**src/common/timer16_params.svh**
```systemverilog
/*
  Offsets, field positions, reset values and fixed counts for the 16-bit
  waveform timer. Assumes an 8-bit register address on a plain strobe port.
*/
`ifndef TIMER16_PARAMS_SVH
`define TIMER16_PARAMS_SVH

// Register offsets
`define OFS_CONTROL_B 8'h2e
`define OFS_CONTROL_A 8'h2f
`define OFS_COUNT 8'h2c
`define OFS_COMPARE_A 8'h2a
`define OFS_COMPARE_B 8'h28
`define OFS_CAPTURE 8'h26
`define OFS_IRQ_STATUS 8'h25
`define OFS_IRQ_MASK 8'h24

// Control A fields
`define CA_ACT_A_HI 7
`define CA_ACT_A_LO 6
`define CA_ACT_B_HI 5
`define CA_ACT_B_LO 4
`define CA_MODE_HI 1
`define CA_MODE_LO 0

// Control B fields; bit 5 is reserved and reads zero
`define CB_MODE_HI 4
`define CB_MODE_LO 3
`define CB_CS_HI 2
`define CB_CS_LO 0
`define CB_WRITE_MASK 8'hdf

// Interrupt status and mask bits
`define IRQ_OVF 0
`define IRQ_MATCH_A 1
`define IRQ_MATCH_B 2

// Reset values
`define CONTROL_A_RESET 8'h00
`define CONTROL_B_RESET 8'h00

// Fixed TOP values and prescaler taps
`define TOP_MAX 16'hffff
`define TOP_8BIT 16'h00ff
`define TOP_9BIT 16'h01ff
`define TOP_10BIT 16'h03ff
`define PRESC_BITS 10
`define DIV8_BITS 3
`define DIV64_BITS 6
`define DIV256_BITS 8

`endif

```
**src/common/timer16_pkg.sv**
```systemverilog
/*
  Types shared by the waveform timer and its compare channels.
  Assumes the params header for all numeric constants.
*/
package timer16_pkg;

  // Counting scheme derived from the 4-bit waveform mode
  typedef enum logic [4:0] {
    KIND_NORMAL = 5'h01,
    KIND_CTC = 5'h02,
    KIND_PC = 5'h04,
    KIND_PFC = 5'h08,
    KIND_FAST = 5'h10
  } mode_kind_t;

  typedef enum logic [2:0] {
    CS_STOP = 3'h0,
    CS_DIV1 = 3'h1,
    CS_DIV8 = 3'h2,
    CS_DIV64 = 3'h3,
    CS_DIV256 = 3'h4,
    CS_DIV1024 = 3'h5,
    CS_EXT_FALL = 3'h6,
    CS_EXT_RISE = 3'h7
  } clock_select_t;

endpackage : timer16_pkg

```
**src/common/compare_ch_if.sv**
```systemverilog
/*
  Link between the timer core and one compare channel.
  Assumes all pulses are qualified by the timer tick in the core.
*/
interface compare_ch_if;
  timer16_pkg::mode_kind_t kind;
  logic tick;
  logic match;
  logic wrap;
  logic count_down;
  logic [1:0] action;
  logic mode_hi;
  logic cmp_is_top;
  logic cmp_is_bottom;
  logic wave;

  modport ctrl (output kind, tick, match, wrap, count_down, action, mode_hi, cmp_is_top, cmp_is_bottom,
                input wave);
  modport chan (input kind, tick, match, wrap, count_down, action, mode_hi, cmp_is_top, cmp_is_bottom,
                output wave);
endinterface : compare_ch_if

```
**src/rtl/timer16_wave.sv**
```systemverilog
/*
  16-bit timer/counter with waveform mode and compare-output control.
  Assumes a single system clock, synchronous pin inputs and a plain
  register port whose read data appear one cycle after the read strobe.
*/
// Decided for this implementation: strobed register access.
//
// Notes on behaviour
// - Counter runs on clk, tick is an enable
// - Phase-frequency modes load compares at BOTTOM
// - BOTTOM timing mirrors TOP timing
// - Channel A action bits 7:6, B bits 5:4
// - Nonzero action overrides pin, except PWM action 01 without mode bit3; direction enables driver
// - Non-PWM: disconnect, toggle, clear, set on match
// - Fast PWM: non-inverting and inverting outputs
// - PWM action 01 toggles A only if mode bit3
// - Fast PWM: compare at TOP ignored by actions 10 and 11
// - Dual slope: clear up, set down
// - Mode from control A 1:0 and B 4:3
// - Mode 0: TOP 0xffff, immediate, overflow MAX
// - CLEAR_ON_MATCH_MODE modes 4, 12: immediate, overflow MAX
// - Phase correct: load at TOP, overflow BOTTOM
// - Fast PWM: load and overflow at TOP
// - Modes 8, 9: load and overflow at BOTTOM
// - Dual slope extremes hold output steady
// - Clock select: stop, prescaled or external edge
`include "timer16_params.svh"

module timer16_wave #(
  parameter int COUNT_W = 16
) (
  // Clock and reset
  input wire logic clk,
  input wire logic reset,
  // Register port
  input wire logic [7:0] reg_addr,
  input wire logic [COUNT_W-1:0] reg_wdata,
  input wire logic reg_wr,
  input wire logic reg_rd,
  output logic [COUNT_W-1:0] reg_rdata,
  // External count source
  input wire logic ext_clk_pin,
  // Normal port function of the two waveform pins
  input wire logic port_out_a,
  input wire logic port_dir_a,
  input wire logic port_out_b,
  input wire logic port_dir_b,
  // Waveform pins
  output logic pin_a_o,
  output logic pin_a_oe,
  output logic pin_b_o,
  output logic pin_b_oe,
  // Interrupt
  output logic irq
);

  if (COUNT_W != 16) begin : g_width_check
    $error("timer16_wave supports only a 16-bit counter");
  end

  // Software-visible state
  logic [7:0] control_a_q, control_a_d, control_b_q, control_b_d;
  logic [COUNT_W-1:0] count_q, count_d, buf_a_q, buf_a_d, buf_b_q, buf_b_d;
  logic [COUNT_W-1:0] cmp_a_q, cmp_a_d, cmp_b_q, cmp_b_d, capture_q, capture_d;
  logic [2:0] status_q, status_d, mask_q, mask_d;
  logic [COUNT_W-1:0] rdata_q, rdata_d;
  // Counter state
  logic down_q, down_d, block_q, block_d;
  // Prescaler state
  logic [`PRESC_BITS-1:0] presc_q, presc_d;
  logic ext_prev_q;

  // Decoded fields
  logic [3:0] waveform_mode;
  logic [1:0] waveform_mode_low, waveform_mode_high, chan_a_output_action, chan_b_output_action;
  timer16_pkg::clock_select_t clock_select;
  timer16_pkg::mode_kind_t kind;
  logic [COUNT_W-1:0] top;
  logic immediate_load, pwm_off, timer_tick_enable;
  logic at_top, at_bottom, at_max, load_event, ovf_event, wrap_event, match_a, match_b, wr_count;

  compare_ch_if ch_a ();
  compare_ch_if ch_b ();

  assign chan_a_output_action = control_a_q[`CA_ACT_A_HI:`CA_ACT_A_LO];
  assign chan_b_output_action = control_a_q[`CA_ACT_B_HI:`CA_ACT_B_LO];
  assign waveform_mode_low = control_a_q[`CA_MODE_HI:`CA_MODE_LO];
  assign waveform_mode_high = control_b_q[`CB_MODE_HI:`CB_MODE_LO];
  assign waveform_mode = {waveform_mode_high, waveform_mode_low};
  assign clock_select = timer16_pkg::clock_select_t'(control_b_q[`CB_CS_HI:`CB_CS_LO]);

  // Counting scheme and TOP source per mode; reserved mode 13 counts as normal
  always_comb begin
    kind = timer16_pkg::KIND_NORMAL;
    top = `TOP_MAX;
    unique case (waveform_mode)
      4'h1: begin kind = timer16_pkg::KIND_PC; top = `TOP_8BIT; end
      4'h2: begin kind = timer16_pkg::KIND_PC; top = `TOP_9BIT; end
      4'h3: begin kind = timer16_pkg::KIND_PC; top = `TOP_10BIT; end
      4'h4: begin kind = timer16_pkg::KIND_CTC; top = cmp_a_q; end
      4'h5: begin kind = timer16_pkg::KIND_FAST; top = `TOP_8BIT; end
      4'h6: begin kind = timer16_pkg::KIND_FAST; top = `TOP_9BIT; end
      4'h7: begin kind = timer16_pkg::KIND_FAST; top = `TOP_10BIT; end
      4'h8: begin kind = timer16_pkg::KIND_PFC; top = capture_q; end
      4'h9: begin kind = timer16_pkg::KIND_PFC; top = cmp_a_q; end
      4'ha: begin kind = timer16_pkg::KIND_PC; top = capture_q; end
      4'hb: begin kind = timer16_pkg::KIND_PC; top = cmp_a_q; end
      4'hc: begin kind = timer16_pkg::KIND_CTC; top = capture_q; end
      4'he: begin kind = timer16_pkg::KIND_FAST; top = capture_q; end
      4'hf: begin kind = timer16_pkg::KIND_FAST; top = cmp_a_q; end
      default: begin kind = timer16_pkg::KIND_NORMAL; top = `TOP_MAX; end
    endcase
  end

  assign immediate_load = (kind == timer16_pkg::KIND_NORMAL) || (kind == timer16_pkg::KIND_CTC);

  // Tick selection; the tick is an enable, never a clock
  always_comb begin
    unique case (clock_select)
      timer16_pkg::CS_STOP: timer_tick_enable = 1'b0;
      timer16_pkg::CS_DIV1: timer_tick_enable = 1'b1;
      timer16_pkg::CS_DIV8: timer_tick_enable = &presc_q[`DIV8_BITS-1:0];
      timer16_pkg::CS_DIV64: timer_tick_enable = &presc_q[`DIV64_BITS-1:0];
      timer16_pkg::CS_DIV256: timer_tick_enable = &presc_q[`DIV256_BITS-1:0];
      timer16_pkg::CS_DIV1024: timer_tick_enable = &presc_q;
      timer16_pkg::CS_EXT_FALL: timer_tick_enable = ext_prev_q & ~ext_clk_pin;
      timer16_pkg::CS_EXT_RISE: timer_tick_enable = ~ext_prev_q & ext_clk_pin;
    endcase
  end

  // Free-running prescaler; shared taps keep every divider in phase
  always_comb begin
    presc_d = presc_q + `PRESC_BITS'(1);
  end

  always_ff @(posedge clk or posedge reset) begin
    if (reset) begin
      presc_q <= '0;
      ext_prev_q <= 1'b0;
    end else begin
      presc_q <= presc_d;
      ext_prev_q <= ext_clk_pin;
    end
  end

  // Events on the tick; BOTTOM+1 plays the part of TOP-1 in the dual slope
  assign at_top = timer_tick_enable && (count_q >= top);
  assign at_bottom = timer_tick_enable && (count_q == '0);
  assign at_max = timer_tick_enable && (count_q == `TOP_MAX);
  assign wrap_event = (kind == timer16_pkg::KIND_FAST) && at_top;
  always_comb begin
    unique case (kind)
      timer16_pkg::KIND_PC: begin
        load_event = at_top && !down_q;
        ovf_event = at_bottom && down_q;
      end
      timer16_pkg::KIND_PFC: begin
        load_event = at_bottom && down_q;
        ovf_event = at_bottom && down_q;
      end
      timer16_pkg::KIND_FAST: begin
        load_event = wrap_event;
        ovf_event = at_top;
      end
      default: begin
        load_event = 1'b0;
        ovf_event = at_max;
      end
    endcase
  end

  // A count write suppresses the match on the following tick
  assign match_a = timer_tick_enable && !block_q && (count_q == cmp_a_q);
  assign match_b = timer_tick_enable && !block_q && (count_q == cmp_b_q);
  assign wr_count = reg_wr && (reg_addr == `OFS_COUNT);

  // Counter next value and direction
  always_comb begin
    count_d = count_q;
    down_d = down_q;
    block_d = block_q;
    if (timer_tick_enable) begin
      block_d = 1'b0;
      unique case (kind)
        timer16_pkg::KIND_CTC, timer16_pkg::KIND_FAST: begin
          count_d = (count_q >= top) ? '0 : count_q + COUNT_W'(1);
        end
        timer16_pkg::KIND_PC, timer16_pkg::KIND_PFC: begin
          if (!down_q && count_q >= top) begin
            down_d = 1'b1;
            count_d = count_q - COUNT_W'(1);
          end else if (down_q && count_q == '0) begin
            down_d = 1'b0;
            count_d = COUNT_W'(1);
          end else begin
            count_d = down_q ? count_q - COUNT_W'(1) : count_q + COUNT_W'(1);
          end
        end
        default: count_d = count_q + COUNT_W'(1);
      endcase
    end
    if (kind != timer16_pkg::KIND_PC && kind != timer16_pkg::KIND_PFC) begin
      down_d = 1'b0;
    end
    // Software write wins over the tick
    if (wr_count) begin
      count_d = reg_wdata;
      block_d = 1'b1;
    end
  end

  always_ff @(posedge clk or posedge reset) begin
    if (reset) begin
      count_q <= '0;
      down_q <= 1'b0;
      block_q <= 1'b0;
    end else begin
      count_q <= count_d;
      down_q <= down_d;
      block_q <= block_d;
    end
  end

  // Registers written by software, compare double buffering
  always_comb begin
    control_a_d = control_a_q;
    control_b_d = control_b_q;
    buf_a_d = buf_a_q;
    buf_b_d = buf_b_q;
    cmp_a_d = cmp_a_q;
    cmp_b_d = cmp_b_q;
    capture_d = capture_q;
    mask_d = mask_q;
    if (reg_wr) begin
      unique case (reg_addr)
        `OFS_CONTROL_A: control_a_d = reg_wdata[7:0];
        `OFS_CONTROL_B: control_b_d = reg_wdata[7:0] & `CB_WRITE_MASK;
        `OFS_COMPARE_A: buf_a_d = reg_wdata;
        `OFS_COMPARE_B: buf_b_d = reg_wdata;
        `OFS_CAPTURE: capture_d = reg_wdata;
        `OFS_IRQ_MASK: mask_d = reg_wdata[2:0];
        default: ;
      endcase
    end
    // Immediate modes pass the buffer straight through
    if (immediate_load) begin
      cmp_a_d = buf_a_d;
      cmp_b_d = buf_b_d;
    end else if (load_event) begin
      cmp_a_d = buf_a_q;
      cmp_b_d = buf_b_q;
    end
  end

  always_ff @(posedge clk or posedge reset) begin
    if (reset) begin
      control_a_q <= `CONTROL_A_RESET;
      control_b_q <= `CONTROL_B_RESET;
      buf_a_q <= '0;
      buf_b_q <= '0;
      cmp_a_q <= '0;
      cmp_b_q <= '0;
      capture_q <= '0;
      mask_q <= '0;
    end else begin
      control_a_q <= control_a_d;
      control_b_q <= control_b_d;
      buf_a_q <= buf_a_d;
      buf_b_q <= buf_b_d;
      cmp_a_q <= cmp_a_d;
      cmp_b_q <= cmp_b_d;
      capture_q <= capture_d;
      mask_q <= mask_d;
    end
  end

  // Sticky status: write one to clear, a new event in that cycle wins
  always_comb begin
    status_d = status_q;
    if (reg_wr && reg_addr == `OFS_IRQ_STATUS) begin
      status_d = status_q & ~reg_wdata[2:0];
    end
    if (ovf_event) begin
      status_d[`IRQ_OVF] = 1'b1;
    end
    if (match_a) begin
      status_d[`IRQ_MATCH_A] = 1'b1;
    end
    if (match_b) begin
      status_d[`IRQ_MATCH_B] = 1'b1;
    end
  end

  always_ff @(posedge clk or posedge reset) begin
    if (reset) begin
      status_q <= '0;
    end else begin
      status_q <= status_d;
    end
  end

  assign irq = |(status_q & mask_q);

  // Read mux; software sees the buffered compare values
  always_comb begin
    rdata_d = '0;
    if (reg_rd) begin
      unique case (reg_addr)
        `OFS_CONTROL_A: rdata_d = {8'h00, control_a_q};
        `OFS_CONTROL_B: rdata_d = {8'h00, control_b_q};
        `OFS_COUNT: rdata_d = count_q;
        `OFS_COMPARE_A: rdata_d = buf_a_q;
        `OFS_COMPARE_B: rdata_d = buf_b_q;
        `OFS_CAPTURE: rdata_d = capture_q;
        `OFS_IRQ_STATUS: rdata_d = {13'h0000, status_q};
        `OFS_IRQ_MASK: rdata_d = {13'h0000, mask_q};
        default: rdata_d = '0;
      endcase
    end
  end

  always_ff @(posedge clk or posedge reset) begin
    if (reset) begin
      rdata_q <= '0;
    end else begin
      rdata_q <= rdata_d;
    end
  end

  assign reg_rdata = rdata_q;

  // Channel links
  assign ch_a.kind = kind;
  assign ch_a.tick = timer_tick_enable;
  assign ch_a.match = match_a;
  assign ch_a.wrap = wrap_event;
  assign ch_a.count_down = down_q;
  assign ch_a.action = chan_a_output_action;
  assign ch_a.mode_hi = waveform_mode[3];
  assign ch_a.cmp_is_top = (cmp_a_q == top);
  assign ch_a.cmp_is_bottom = (cmp_a_q == '0);
  assign ch_b.kind = kind;
  assign ch_b.tick = timer_tick_enable;
  assign ch_b.match = match_b;
  assign ch_b.wrap = wrap_event;
  assign ch_b.count_down = down_q;
  assign ch_b.action = chan_b_output_action;
  assign ch_b.mode_hi = waveform_mode[3];
  assign ch_b.cmp_is_top = (cmp_b_q == top);
  assign ch_b.cmp_is_bottom = (cmp_b_q == '0);

  // Channel B cannot toggle in PWM modes; its setting there is reserved
  wave_channel #(.TOGGLE_CAPABLE(1'b1)) u_chan_a (.clk(clk), .reset(reset), .ch(ch_a));
  wave_channel #(.TOGGLE_CAPABLE(1'b0)) u_chan_b (.clk(clk), .reset(reset), .ch(ch_b));

  // Pin override; PWM action 01 without mode bit 3 keeps the port function
  assign pwm_off = !immediate_load && !waveform_mode[3];
  assign pin_a_o = (chan_a_output_action[1] || (chan_a_output_action[0] && !pwm_off)) ? ch_a.wave : port_out_a;
  assign pin_a_oe = port_dir_a;
  assign pin_b_o = (chan_b_output_action[1] || (chan_b_output_action[0] && !pwm_off)) ? ch_b.wave : port_out_b;
  assign pin_b_oe = port_dir_b;

endmodule : timer16_wave

```
**src/rtl/wave_channel.sv**
```systemverilog
/*
  One compare-output channel: holds the waveform register and applies the
  selected action. Assumes match and wrap are one-cycle pulses on a tick.
*/
module wave_channel #(
  parameter bit TOGGLE_CAPABLE = 1'b1
) (
  // Clock and reset
  input wire logic clk,
  input wire logic reset,
  // Core link
  compare_ch_if.chan ch
);

  logic wave_q;
  logic wave_d;

  // Next waveform level per counting scheme
  always_comb begin
    wave_d = wave_q;
    unique case (ch.kind)
      timer16_pkg::KIND_NORMAL, timer16_pkg::KIND_CTC: begin
        if (ch.match) begin
          unique case (ch.action)
            2'b01: wave_d = ~wave_q;
            2'b10: wave_d = 1'b0;
            2'b11: wave_d = 1'b1;
            default: wave_d = wave_q;
          endcase
        end
      end
      timer16_pkg::KIND_FAST: begin
        if (ch.action[1]) begin
          // Bottom action wins over a match at TOP when both fall on one tick
          if (ch.match && !ch.cmp_is_top) begin
            wave_d = ch.action[0];
          end else if (ch.wrap) begin
            wave_d = ~ch.action[0];
          end
        end else if (ch.action[0] && ch.mode_hi && TOGGLE_CAPABLE && ch.match) begin
          wave_d = ~wave_q;
        end
      end
      default: begin
        if (ch.action[1] && ch.tick) begin
          // Extremes pin the level so no glitch pulse appears
          if (ch.cmp_is_bottom) begin
            wave_d = ch.action[0];
          end else if (ch.cmp_is_top) begin
            wave_d = ~ch.action[0];
          end else if (ch.match) begin
            wave_d = ch.count_down ? ~ch.action[0] : ch.action[0];
          end
        end else if (ch.action == 2'b01 && ch.mode_hi && TOGGLE_CAPABLE && ch.match) begin
          wave_d = ~wave_q;
        end
      end
    endcase
  end

  // Waveform register, low after reset
  always_ff @(posedge clk or posedge reset) begin
    if (reset) begin
      wave_q <= 1'b0;
    end else begin
      wave_q <= wave_d;
    end
  end

  assign ch.wave = wave_q;

endmodule : wave_channel

```
**config.mk**
```make
export PLATFORM = sky130hd
export DESIGN_NAME = timer16_wave
export DESIGN_NICKNAME = d
export VERILOG_FILES = /design/src/common/timer16_pkg.sv /design/src/common/compare_ch_if.sv /design/src/rtl/timer16_wave.sv /design/src/rtl/wave_channel.sv
export VERILOG_INCLUDE_DIRS = /design/src /design/src/common
export SDC_FILE = /design/constraint.sdc
export NUM_CORES = 1
export LEC_CHECK = 0
export BUFFER_PORTS_ARGS = -buffer_cell sky130_fd_sc_hd__buf_2
export CORE_MARGIN = 2
export CORE_UTILIZATION = 57
export CTS_CLUSTER_DIAMETER = 120
export DETAILED_ROUTE_END_ITERATION = 10
export PLACE_DENSITY_LB_ADDON = 0.25
export SLEW_MARGIN = 20
export SYNTH_ARGS = -nofsm -noshare
export SYNTH_HDL_FRONTEND = slang
export SYNTH_HIERARCHICAL = 1
export SYNTH_SLANG_ARGS = --single-unit
```
**constraint.sdc**
```tcl
create_clock -name clk -period 4 [get_ports clk]
set_input_delay 0.2 -clock clk [delete_from_list [all_inputs] [get_ports clk]]
set_output_delay 0.2 -clock clk [all_outputs]
set_load 0.005 [all_outputs]
```
==> flow_metrics.tcl, run 1 <==
set metrics [dict create \
    grt_max_degree 147 \
    hp-start "reg_wdata[14]" \
    ir_worst_vdd_mv 0.378 \
    drive_gt1_share_pct 22.6 \
    required_ns 4.31 \
    p_leak_nw 4.99 \
    grtUsageTotal_pct 34.4 \
    drc_errors 0 \
    maxCapViolCount 0 \
    path_depth 12 \
    synth.top_cell.area_share_pct 36.4 \
    grt_remaining_overflow 0 \
    syn_avg_cell_area_um2 9.45 \
    cp_cell_sequence "or2b_1, o22ai_1, a222oi_1, o21ai_0, or4_1, nor4_1, buf_4, o21bai_1, xor2_1, a311o_2, nand4_1, mux2_1" \
    fin_cells 1336 \
    final_core_util_pct 64.4 \
    fin_crit_sh_pct 97.9 \
    cp.arrival_ns 4.23 \
    crit_family "simple AND/OR/NAND/NOR gates" \
    die_w_um 138 \
    status "finished clean" \
    antenna_found_initial 2 \
    firstDrtPassIters 7 \
    cts_buffers 17 \
    postCtsSetupRepairBufs 0 \
    synthToLayoutAreaGrowth_pct 9.88 \
    numPlacedInstances 1302 \
    crit_buf_inv 1 \
    cts_max_path_buffers 2 \
    yosys_warnings 6 \
    fin_crit_ns 3.92 \
    min_to "count_q[14]" \
    start_kind "flip-flop" \
    tns_ns 0 \
    ant_nets 0 \
    rrSetupSlack_ns 0.08 \
    whs_path_depth 3 \
    criticalPathCategory "reg2reg" \
    antenna_cells 0 \
    worst_path_largest_cell_delay_ns 0.55 \
    vias 9193 \
    drt-wirelength-per-cell_um 23.4 \
    design.core.area_um2 17400 \
    path_clk_slew_ns 0.06 \
    place.gp.congestion 0.975 \
    top_layer "met4" \
    r2r-end "u_chan_a/ch.wave" \
    wl_met1_mm 13.3 \
    drt_wl_total_mm 31.3 \
    wl_met2_mm 14.0 \
    cts_tree "yes" \
    clock-sinks 148 \
    num_rows 48 \
    nNetsFinal 1154 \
    synth_flop_cell "dfrtp_1" \
    slew_headroom_pct 27.1 \
    hold_violations 0 \
    cts_root_buf "clkbuf_16" \
    dr.first_iter.drc_count 995 \
    critPathSlowestCell "dfrtp_1" \
    r2r_start "control_a_q[0]" \
    cts_max_level 4 \
    grt_first_pass_wirelength_mm 49.3 \
    yosys-top-cells-count "148 x dfrtp_1, 82 x o21ai_0, 80 x nor2_1" \
    drv_slew 0 \
    hold_ws_ns 0.0794 \
    synth-seq-area-share_pct 36.4 \
    die_h_um 138 \
    synth_area_leader_cell "dfrtp_1" \
    port_buffers 49 \
    yosys-top-cells-area "dfrtp_1 36%, mux2_2 7.6%, xor2_1 6.2%" \
    dp_hpwl_mm 22.0 \
    synth.distinct_cells 93 \
    initial_core_util_pct 58.7 \
    fmax_ghz 0.255 \
    async_reset_ff_share_pct 100 \
    worstMarginPinSlew_ns 1.09 \
    grt_pass1_vias 8583 \
    syn_inst 1077 \
    end_kind "flip-flop" \
    crit_fanout 16 \
    wl_met3_mm 2.98 \
    hp-class "in2reg" \
    viasPerCell 6.88 \
    synth-edff-count 0 \
    syn_area_um2 10200 \
    yosysMostFrequentCell "dfrtp_1" \
    setup_viol 0 \
    dieArea_um2 18900 \
    synthesis.nets 1133 \
    power_density_nw_per_um2 503 \
    clock_skew_ns 0.0180 \
    synth-seq-cells 148 \
    rsz0062_at_grt "false" \
    clk_latency_ns 0.44 \
    boundaryPins 54 \
    reg2reg_depth 12 \
]
-- through the flow --
stage / worst slack [ns] / power [mW] / cell area (µm²)
after detailed placement: 0.224 / 3.95 / 10600
after global routing: 0.00470 / 5.90 / 11200
final: 0.0840 / 5.62 / 11200
after CTS: 0.202 / 5.57 / 11200
after floorplan: 0.505 / 3.36 / 10200
after global placement: 0.251 / 3.92 / 10600
-- tightest hold or removal path, stage by stage --
cell	delay, ns
buf_2	0.15
nand2_1	0.06
o21ai_0	0.06
-- per-layer routing --
metal | track usage [%] | vias to the layer above
li1 | - | 4055
met1 | 49.8 | 4522
met2 | 51.0 | 540
met3 | 5.96 | 76
met4 | 13.9 | 0
met5 | 0 | -
-- cell families (layout without fill, tap and decap cells) --
kind of cell,count (synthesis),after routing,share of synthesized area [%]
simple gates,334,334,18.0
compound gates,295,295,21.1
flops,148,148,36.4
buf+inv,103,137,4.89
xor+xnor,90,90,7.74
mux,84,84,9.12
fa+ha+maj,23,23,2.83
-- worst max-delay path by stage --
stage                        start               end  slack [ns]
detailed placement  control_b_q[4]  u_chan_b/ch.wave        0.22
global route        control_b_q[3]  u_chan_b/ch.wave       0.005
floorplan           control_a_q[1]  u_chan_b/ch.wave        0.51
CTS                 control_b_q[4]  u_chan_b/ch.wave        0.20
finish              control_a_q[0]  u_chan_a/ch.wave        0.08
global placement    control_b_q[4]  u_chan_b/ch.wave        0.25
-- timing repair --
item / CTS / global route
resized for setup: 0 / 2
setup endpoints to repair: 0 / 34
endpoints found under the hold margin: 3 / 0
hold buffers: 2 / 0
-- power breakdown --
part           internal [mW]  switching (mW)
combinational          0.798            1.01
sequential              1.67           0.515
clock                  0.886           0.742
total                   3.35            2.27
-- flip-flops by register name, summed over array words and instances (netlist names) --
| signal | flops |
|---|---|
| ext_prev_q | 1 |
| u_chan_b/ch.wave | 1 |
| status_q | 3 |
| reg_rdata | 16 |
| mask_q | 3 |
| ch_a.count_down | 1 |
| count_q | 16 |
| control_a_q | 8 |
| buf_b_q | 16 |
| cmp_b_q | 16 |
| buf_a_q | 16 |
| presc_q | 10 |
| cmp_a_q | 16 |
| u_chan_a/ch.wave | 1 |
| control_b_q | 7 |
| block_q | 1 |
| capture_q | 16 |
-- cells in the final DEF, fill, tap and decap left out, drive strengths merged, types with 18 or more instances in the layout --
| cell type | Yosys | routed |
|---|---|---|
| o21ai | 83 | 83 |
| o221a | 33 | 33 |
| a22oi | 18 | 18 |
| nand2 | 78 | 78 |
| nor3 | 29 | 29 |
| dfrtp | 148 | 148 |
| mux2 | 70 | 70 |
| inv | 20 | 27 |
| xnor2 | 18 | 18 |
| buf | 41 | 83 |
| a21oi | 50 | 50 |
| ha | 23 | 23 |
| xor2 | 72 | 72 |
| nor4 | 30 | 30 |
| nand3 | 28 | 28 |
| nor2 | 83 | 83 |
-- area by class of cell --
class	count	area, µm²
well taps	225	282
clock inverters	15	164
clock buffers	17	425
repair buffers	85	533
inverters	20	78.8
multi-input cells	826	6000
fillers	1429	6170
flip-flops and latches	148	3700
(Power assumes the default switching activity.)
==> run 2, diff against run 1 <==
--- a/config.mk
+++ b/config.mk
@@ -7,13 +7,14 @@
 export NUM_CORES = 1
 export LEC_CHECK = 0
 export BUFFER_PORTS_ARGS = -buffer_cell sky130_fd_sc_hd__buf_2
+export CELL_PAD_IN_SITES_DETAIL_PLACEMENT = 0
+export CELL_PAD_IN_SITES_GLOBAL_PLACEMENT = 1
 export CORE_MARGIN = 2
-export CORE_UTILIZATION = 57
+export CORE_UTILIZATION = 44
 export CTS_CLUSTER_DIAMETER = 120
 export DETAILED_ROUTE_END_ITERATION = 10
 export PLACE_DENSITY_LB_ADDON = 0.25
-export SLEW_MARGIN = 20
+export SLEW_MARGIN = 0
 export SYNTH_ARGS = -nofsm -noshare
 export SYNTH_HDL_FRONTEND = slang
-export SYNTH_HIERARCHICAL = 1
 export SYNTH_SLANG_ARGS = --single-unit
==> run 2 against run 1 <==
  * Critical path depth grew 2
  * Sequential power shrank 10%
  * Total power shrank 3.6%
  * Synthesized cell count grew 4.5%
  * Setup slack gained 0.27 ns
  * Combinational power shrank 2%
  * Register-to-register slack gained 0.27 ns
  * First-iteration DRC count grew 3.0%
  * Synthesized area grew 0.98%
  * Worst hold slack gained 0.0013 ns
  * Die area grew 30%
  * Largest cell class unchanged
  * Highest routed layer unchanged
==> flow_metrics.tcl, run 2 <==
set metrics [dict create \
    start_kind "flip-flop" \
    drt-wirelength-per-cell_um 22.9 \
    worstMarginPinSlew_ns 1.00 \
    grt_remaining_overflow 0 \
    num_rows 55 \
    cts_max_path_buffers 2 \
    yosys-top-cells-area "dfrtp_1 36%, mux2_2 7.7%, mux2i_1 4.1%" \
    hold_ws_ns 0.0807 \
    crit_buf_inv 2 \
    antenna_found_initial 0 \
    worst_path_largest_cell_delay_ns 0.45 \
    cp.arrival_ns 3.95 \
    synth_flop_cell "dfrtp_1" \
    yosys-top-cells-count "148 x dfrtp_1, 99 x nand2_1, 70 x mux2_2" \
    tns_ns 0 \
    cts_root_buf "clkbuf_16" \
    antenna_cells 0 \
    path_clk_slew_ns 0.07 \
    end_kind "flip-flop" \
    clock_skew_ns 0.0138 \
    clock-sinks 148 \
    fmax_ghz 0.274 \
    seq_power_share_pct 36.2 \
    setup_viol 0 \
    maxCapViolCount 0 \
    synth.distinct_cells 87 \
    fin_crit_ns 3.64 \
    syn_inst 1125 \
    cp_cell_sequence "buf_4, nor2b_1, o31ai_2, or2_2, ha_1, a21oi_1, o211ai_1, a21oi_1, or2_1, nor2_1, o21ai_4, buf_12, mux2i_1, o21ai_1" \
    postCtsSetupRepairBufs 0 \
    hold_violations 0 \
    cts_tree "yes" \
    grt_pass1_vias 8555 \
    comb_power_share_pct 32.7 \
    sw_frac_of_total_pct 38.0 \
    slew_headroom_pct 33.3 \
    switchingPower_mw 2.06 \
    mostFrequentLayoutCells "148 x dfrtp_1, 99 x nand2_1, 70 x mux2_2" \
    power_density_nw_per_um2 466 \
    status "finished clean" \
    yosys_warnings 0 \
    synthToLayoutAreaGrowth_pct 13.3 \
    numPlacedInstances 1452 \
    place_area_um2 11000 \
    design.core.area_um2 22800 \
    async_reset_ff_share_pct 100 \
    cts_buffers 17 \
    drt_wl_total_mm 34.0 \
    final_common_cell "dfrtp_1" \
    synth-seq-area-share_pct 36.0 \
    fin_cells 1485 \
    port_buffers 49 \
    crit_fanout 32 \
    internal_power_mw 3.36 \
    synth.top_cell.area_share_pct 36.0 \
    nNetsFinal 1216 \
    design_area_um2 11600 \
    required_ns 4.31 \
    dieArea_um2 24600 \
    drive_gt1_share_pct 21.2 \
    crit_family "compound AO/OA/AOI/OAI gates" \
    pwr-share-clk_pct 31.1 \
    syn_avg_cell_area_um2 9.14 \
    syn_area_um2 10300 \
    dr.first_iter.drc_count 1025 \
    yosysMostFrequentCell "dfrtp_1" \
    grt_max_degree 149 \
    synthesis.nets 1181 \
    synth-edff-count 0 \
    ant_nets 0 \
    p_leak_nw 5.10 \
    critPathSlowestCell "a21oi_1" \
    die_w_um 157 \
    firstDrtPassIters 5 \
    dp_hpwl_mm 24.4 \
    hp-class "in2reg" \
    drv_slew 0 \
    synth_area_leader_cell "dfrtp_1" \
    fin_crit_sh_pct 91.1 \
    grtUsageTotal_pct 28.2 \
    place.gp.congestion 0.935 \
    initial_core_util_pct 45.1 \
    clk_latency_ns 0.44 \
    grt_first_pass_wirelength_mm 52.1 \
    synth-seq-cells 148 \
    rsz0062_at_grt "false" \
    ir_worst_vdd_mv 0.285 \
    path_common_cell "a21oi_1" \
    criticalPathCategory "reg2reg" \
    die_h_um 157 \
    cts_max_level 4 \
    drc_errors 0 \
    vias 9235 \
    viasPerCell 6.22 \
    boundaryPins 54 \
]
## run 2: cell types whose count changed in the layout (fill, tap and decap cells not counted), moves of 23 or more
cell,before,now
xor2_1,72,33
nand2_1,74,99
o21ai_1,1,38
buf_4,33,56
nor2_1,79,44
mux2i_1,14,42
## run 2: what timing repair did
action,CTS,global route
gates resized for setup,0,4
endpoints found under the hold margin,1,3
setup endpoints to repair,0,4
hold buffers,1,1
## run 2: power by group through the flow
| stage | sequential, mW | combinational [mW] | clock, mW |
|---|---|---|---|
| after global placement | 1.97 | 1.73 | 0 |
| after CTS | 1.95 | 1.75 | 1.71 |
| final | 1.96 | 1.77 | 1.69 |
| after floorplan | 1.74 | 1.36 | 0 |
| after global routing | 1.98 | 1.94 | 1.78 |
| after detailed placement | 1.97 | 1.74 | 0 |
## run 2: worst register-to-register path, stage by stage, from the launching register on
cell and delay (ns):
dfrtp_1 0.41, buf_4 0.20, nor2b_1 0.30, o31ai_2 0.12, or2_2 0.30, ha_1 0.31
a21oi_1 0.19, o211ai_1 0.13, a21oi_1 0.45, or2_1 0.21, nor2_1 0.08, o21ai_4 0.17
buf_12 0.26, mux2i_1 0.31, o21ai_1 0.08
## run 2: cell type report
class                   count  area, µm²
clock buffers              19        433
inverters                  34        131
clock inverters            12        169
repair buffers            112        786
multi-input cells         847       6030
well taps                 313        392
flip-flops and latches    148       3700
fillers                  2168      11100
## run 2: cells by family after synthesis
family,synth area share [%]
AO/OA/AOI/OAI,20.8
buffers and inverters,5.59
adder cells (fa/ha/maj),2.80
multiplexers,11.8
XOR/XNOR,6.13
AND/OR/NAND/NOR,16.9
flip-flops,36.0
## run 2: per-stage QoR
stage,util [%],power [mW],setup slack [ns]
after floorplan,-,3.09,0.687
after global placement,48.3,3.71,0.246
after detailed placement,48.3,3.71,0.259
after CTS,51.0,5.41,0.189
after global routing,51.1,5.70,0.0601
final,51.1,5.42,0.356
## run 2: path summary, 6_finish.rpt
| check | startpoint | to | slack (ns) | cells after the start |
|---|---|---|---|---|
| worst max-delay path | control_a_q[1] | cmp_b_q[4] | 0.36 | 14 |
| worst min-delay path | reg_wdata[13] | count_q[13] | 0.08 | 3 |
| min in group asynchronous | reset | reg_rdata[9] | 0.53 | 4 |
| worst max register to register | control_a_q[1] | cmp_b_q[4] | 0.36 | 14 |
| max in group asynchronous | reset | ch_a.count_down | 2.82 | 4 |
| worst min register to register | presc_q[9] | presc_q[9] | 0.47 | 1 |
## run 2: metal layers
| layer | vias up | share of wire (%) | global-route usage [%] |
|---|---|---|---|
| met5 | - | 0 | 0 |
| met4 | 0 | 1.8 | 7.99 |
| met3 | 44 | 7.7 | 5.82 |
| met2 | 379 | 45 | 42.4 |
| met1 | 4571 | 46 | 41.0 |
| li1 | 4241 | - | - |
==> run 3, diff against run 2 <==
--- a/config.mk
+++ b/config.mk
@@ -6,11 +6,12 @@
 export SDC_FILE = /design/constraint.sdc
 export NUM_CORES = 1
 export LEC_CHECK = 0
-export BUFFER_PORTS_ARGS = -buffer_cell sky130_fd_sc_hd__buf_2
+export BUFFER_PORTS_ARGS = -buffer_cell sky130_fd_sc_hd__buf_4
 export CELL_PAD_IN_SITES_DETAIL_PLACEMENT = 0
 export CELL_PAD_IN_SITES_GLOBAL_PLACEMENT = 1
 export CORE_MARGIN = 2
 export CORE_UTILIZATION = 44
+export CTS_BUF_LIST = sky130_fd_sc_hd__clkbuf_8 sky130_fd_sc_hd__clkbuf_16
 export CTS_CLUSTER_DIAMETER = 120
 export DETAILED_ROUTE_END_ITERATION = 10
 export PLACE_DENSITY_LB_ADDON = 0.25
==> run 3 against run 2 <==
  * Worst hold slack lost 0.053 ns
  * Sequential power is essentially flat
  * Via count grew 0.17%
  * Register-to-register slack lost 0.12 ns
  * Combinational power shrank 2%
  * Total power shrank 1.0%
  * Global-route usage is essentially flat
  * First-iteration DRC count shrank 0.59%
  * Clock power is essentially flat
  * Non-clock buffer count shrank 7
  * Die area is the same
==> flow_metrics.tcl, run 3 (synthesis gave the netlist of run 2 again) <==
set metrics [dict create \
    status "finished clean" \
    cts_tree "yes" \
    initial_core_util_pct 45.1 \
    sw_frac_of_total_pct 39.4 \
    cp.arrival_ns 4.12 \
    cts_max_level 4 \
    drc_errors 0 \
    maxCapViolCount 0 \
    clk_latency_ns 0.43 \
    multiInputGateArea_um2 6040 \
    drive_gt1_share_pct 20.8 \
    power_density_nw_per_um2 458 \
    boundaryPins 54 \
    num_rows 55 \
    end_kind "flip-flop" \
    worstMarginPinSlew_ns 1.03 \
    mostFrequentLayoutCells "148 x dfrtp_1, 99 x nand2_1, 99 x buf_4" \
    drt-wirelength-per-cell_um 22.8 \
    power_mw 5.37 \
    setup_viol 0 \
    drv_slew 0 \
    cts_buffers 17 \
    place_ws_ns 0.156 \
    fin_ws_ns 0.240 \
    grt_pass1_vias 8639 \
    crit_fanout 10 \
    viasPerCell 6.25 \
    firstDrtPassIters 6 \
    grtUsageTotal_pct 28.2 \
    postCtsSetupRepairBufs 0 \
    pwr-share-clk_pct 31.0 \
    comb_power_share_pct 32.2 \
    final_common_cell "dfrtp_1" \
    fin_crit_sh_pct 94.0 \
    grt_first_pass_wirelength_mm 52.7 \
    final_core_util_pct 51.4 \
    rsz0062_at_grt "false" \
    seq_power_share_pct 36.8 \
    hold_ws_ns 0.0280 \
    grt_remaining_overflow 0 \
    slew_headroom_pct 30.6 \
    die_w_um 157 \
    dp_hpwl_mm 24.2 \
    switchingPower_mw 2.12 \
    clock-sinks 148 \
    start_kind "flip-flop" \
    dieArea_um2 24600 \
    nNetsFinal 1209 \
    cts_max_path_buffers 2 \
    port_buffers 49 \
    design.core.area_um2 22800 \
    synthToLayoutAreaGrowth_pct 13.9 \
    ir_worst_vdd_mv 0.262 \
    seqCellArea_um2 3700 \
    fillers 2130 \
    p_leak_nw 5.10 \
    fin_crit_ns 3.76 \
    internal_power_mw 3.25 \
    place.gp.congestion 0.942 \
    grt_max_degree 149 \
    cts_root_buf "clkbuf_16" \
    dr.first_iter.drc_count 1019 \
    hold_violations 0 \
    clock_skew_ns 0.0115 \
    required_ns 4.36 \
    path_clk_slew_ns 0.07 \
    vias 9251 \
    drt_wl_total_mm 33.8 \
    antenna_found_initial 0 \
    die_h_um 157 \
    tns_ns 0 \
    fmax_ghz 0.266 \
    antenna_cells 0 \
    ant_nets 0 \
    criticalPathCategory "reg2reg" \
    hp-class "in2reg" \
]
## run 3: power by group through the flow
stage	logic (mW)	registers, mW	clock network, mW
after floorplan	1.36	1.74	0
after global placement	1.66	1.99	0
after detailed placement	1.68	1.99	0
after CTS	1.69	1.96	1.69
after global routing	1.90	1.99	1.76
final	1.73	1.97	1.66
## run 3: stage by stage
stage | instances | cell area, µm²
final | 1479 | 11700
after global placement | 1445 | 11100
after detailed placement | 1445 | 11100
after global routing | 1479 | 11700
after CTS | 1478 | 11700
after floorplan | 1125 | 10300
## run 3: final timing paths
path                       cells past startpoint            to            from  slack, ns
max                                           14    count_q[8]  control_b_q[3]       0.24
min                                            3   count_q[13]   reg_wdata[13]       0.03
max reg2reg                                   14    count_q[8]  control_b_q[3]       0.24
min reg2reg                                    1    presc_q[9]      presc_q[9]       0.47
max in group asynchronous                      4   cmp_a_q[10]           reset       2.74
min in group asynchronous                      4  reg_rdata[9]           reset       0.46
## run 3: layout make-up
type / instances / area share [%]
clock inverter: 15 / 1.55
multi-input combinational: 847 / 51.5
tap: 313 / 3.34
inverter: 34 / 1.12
timing repair buffer: 105 / 7.20
clock buffer: 17 / 3.63
sequential: 148 / 31.6
## run 3: timing repair
item | in CTS | in global routing
gates resized for setup | 0 | 6
hold endpoints to repair | 1 | 4
hold buffers | 1 | 1
setup endpoints to repair | 0 | 46
## run 3: metal layers
layer	up-vias	global-route usage, %	share of wire [%]
met5	-	0	0
met4	0	7.91	1.8
met3	41	4.46	7.7
met2	398	41.8	44
met1	4581	42.4	46
li1	4231	-	-
## run 3: critical path, cell delays in order, from the launching register on
cell and delay, ns:
dfrtp_1 0.54, buf_4 0.22, nor2b_1 0.22, o31ai_1 0.12, or2_2 0.30, ha_1 0.32, a21oi_1 0.24, o211ai_1 0.19
a211oi_4 0.37, or2_1 0.22, buf_4 0.22, mux2_2 0.35, o22ai_1 0.13, a21oi_1 0.08, o21ai_0 0.15
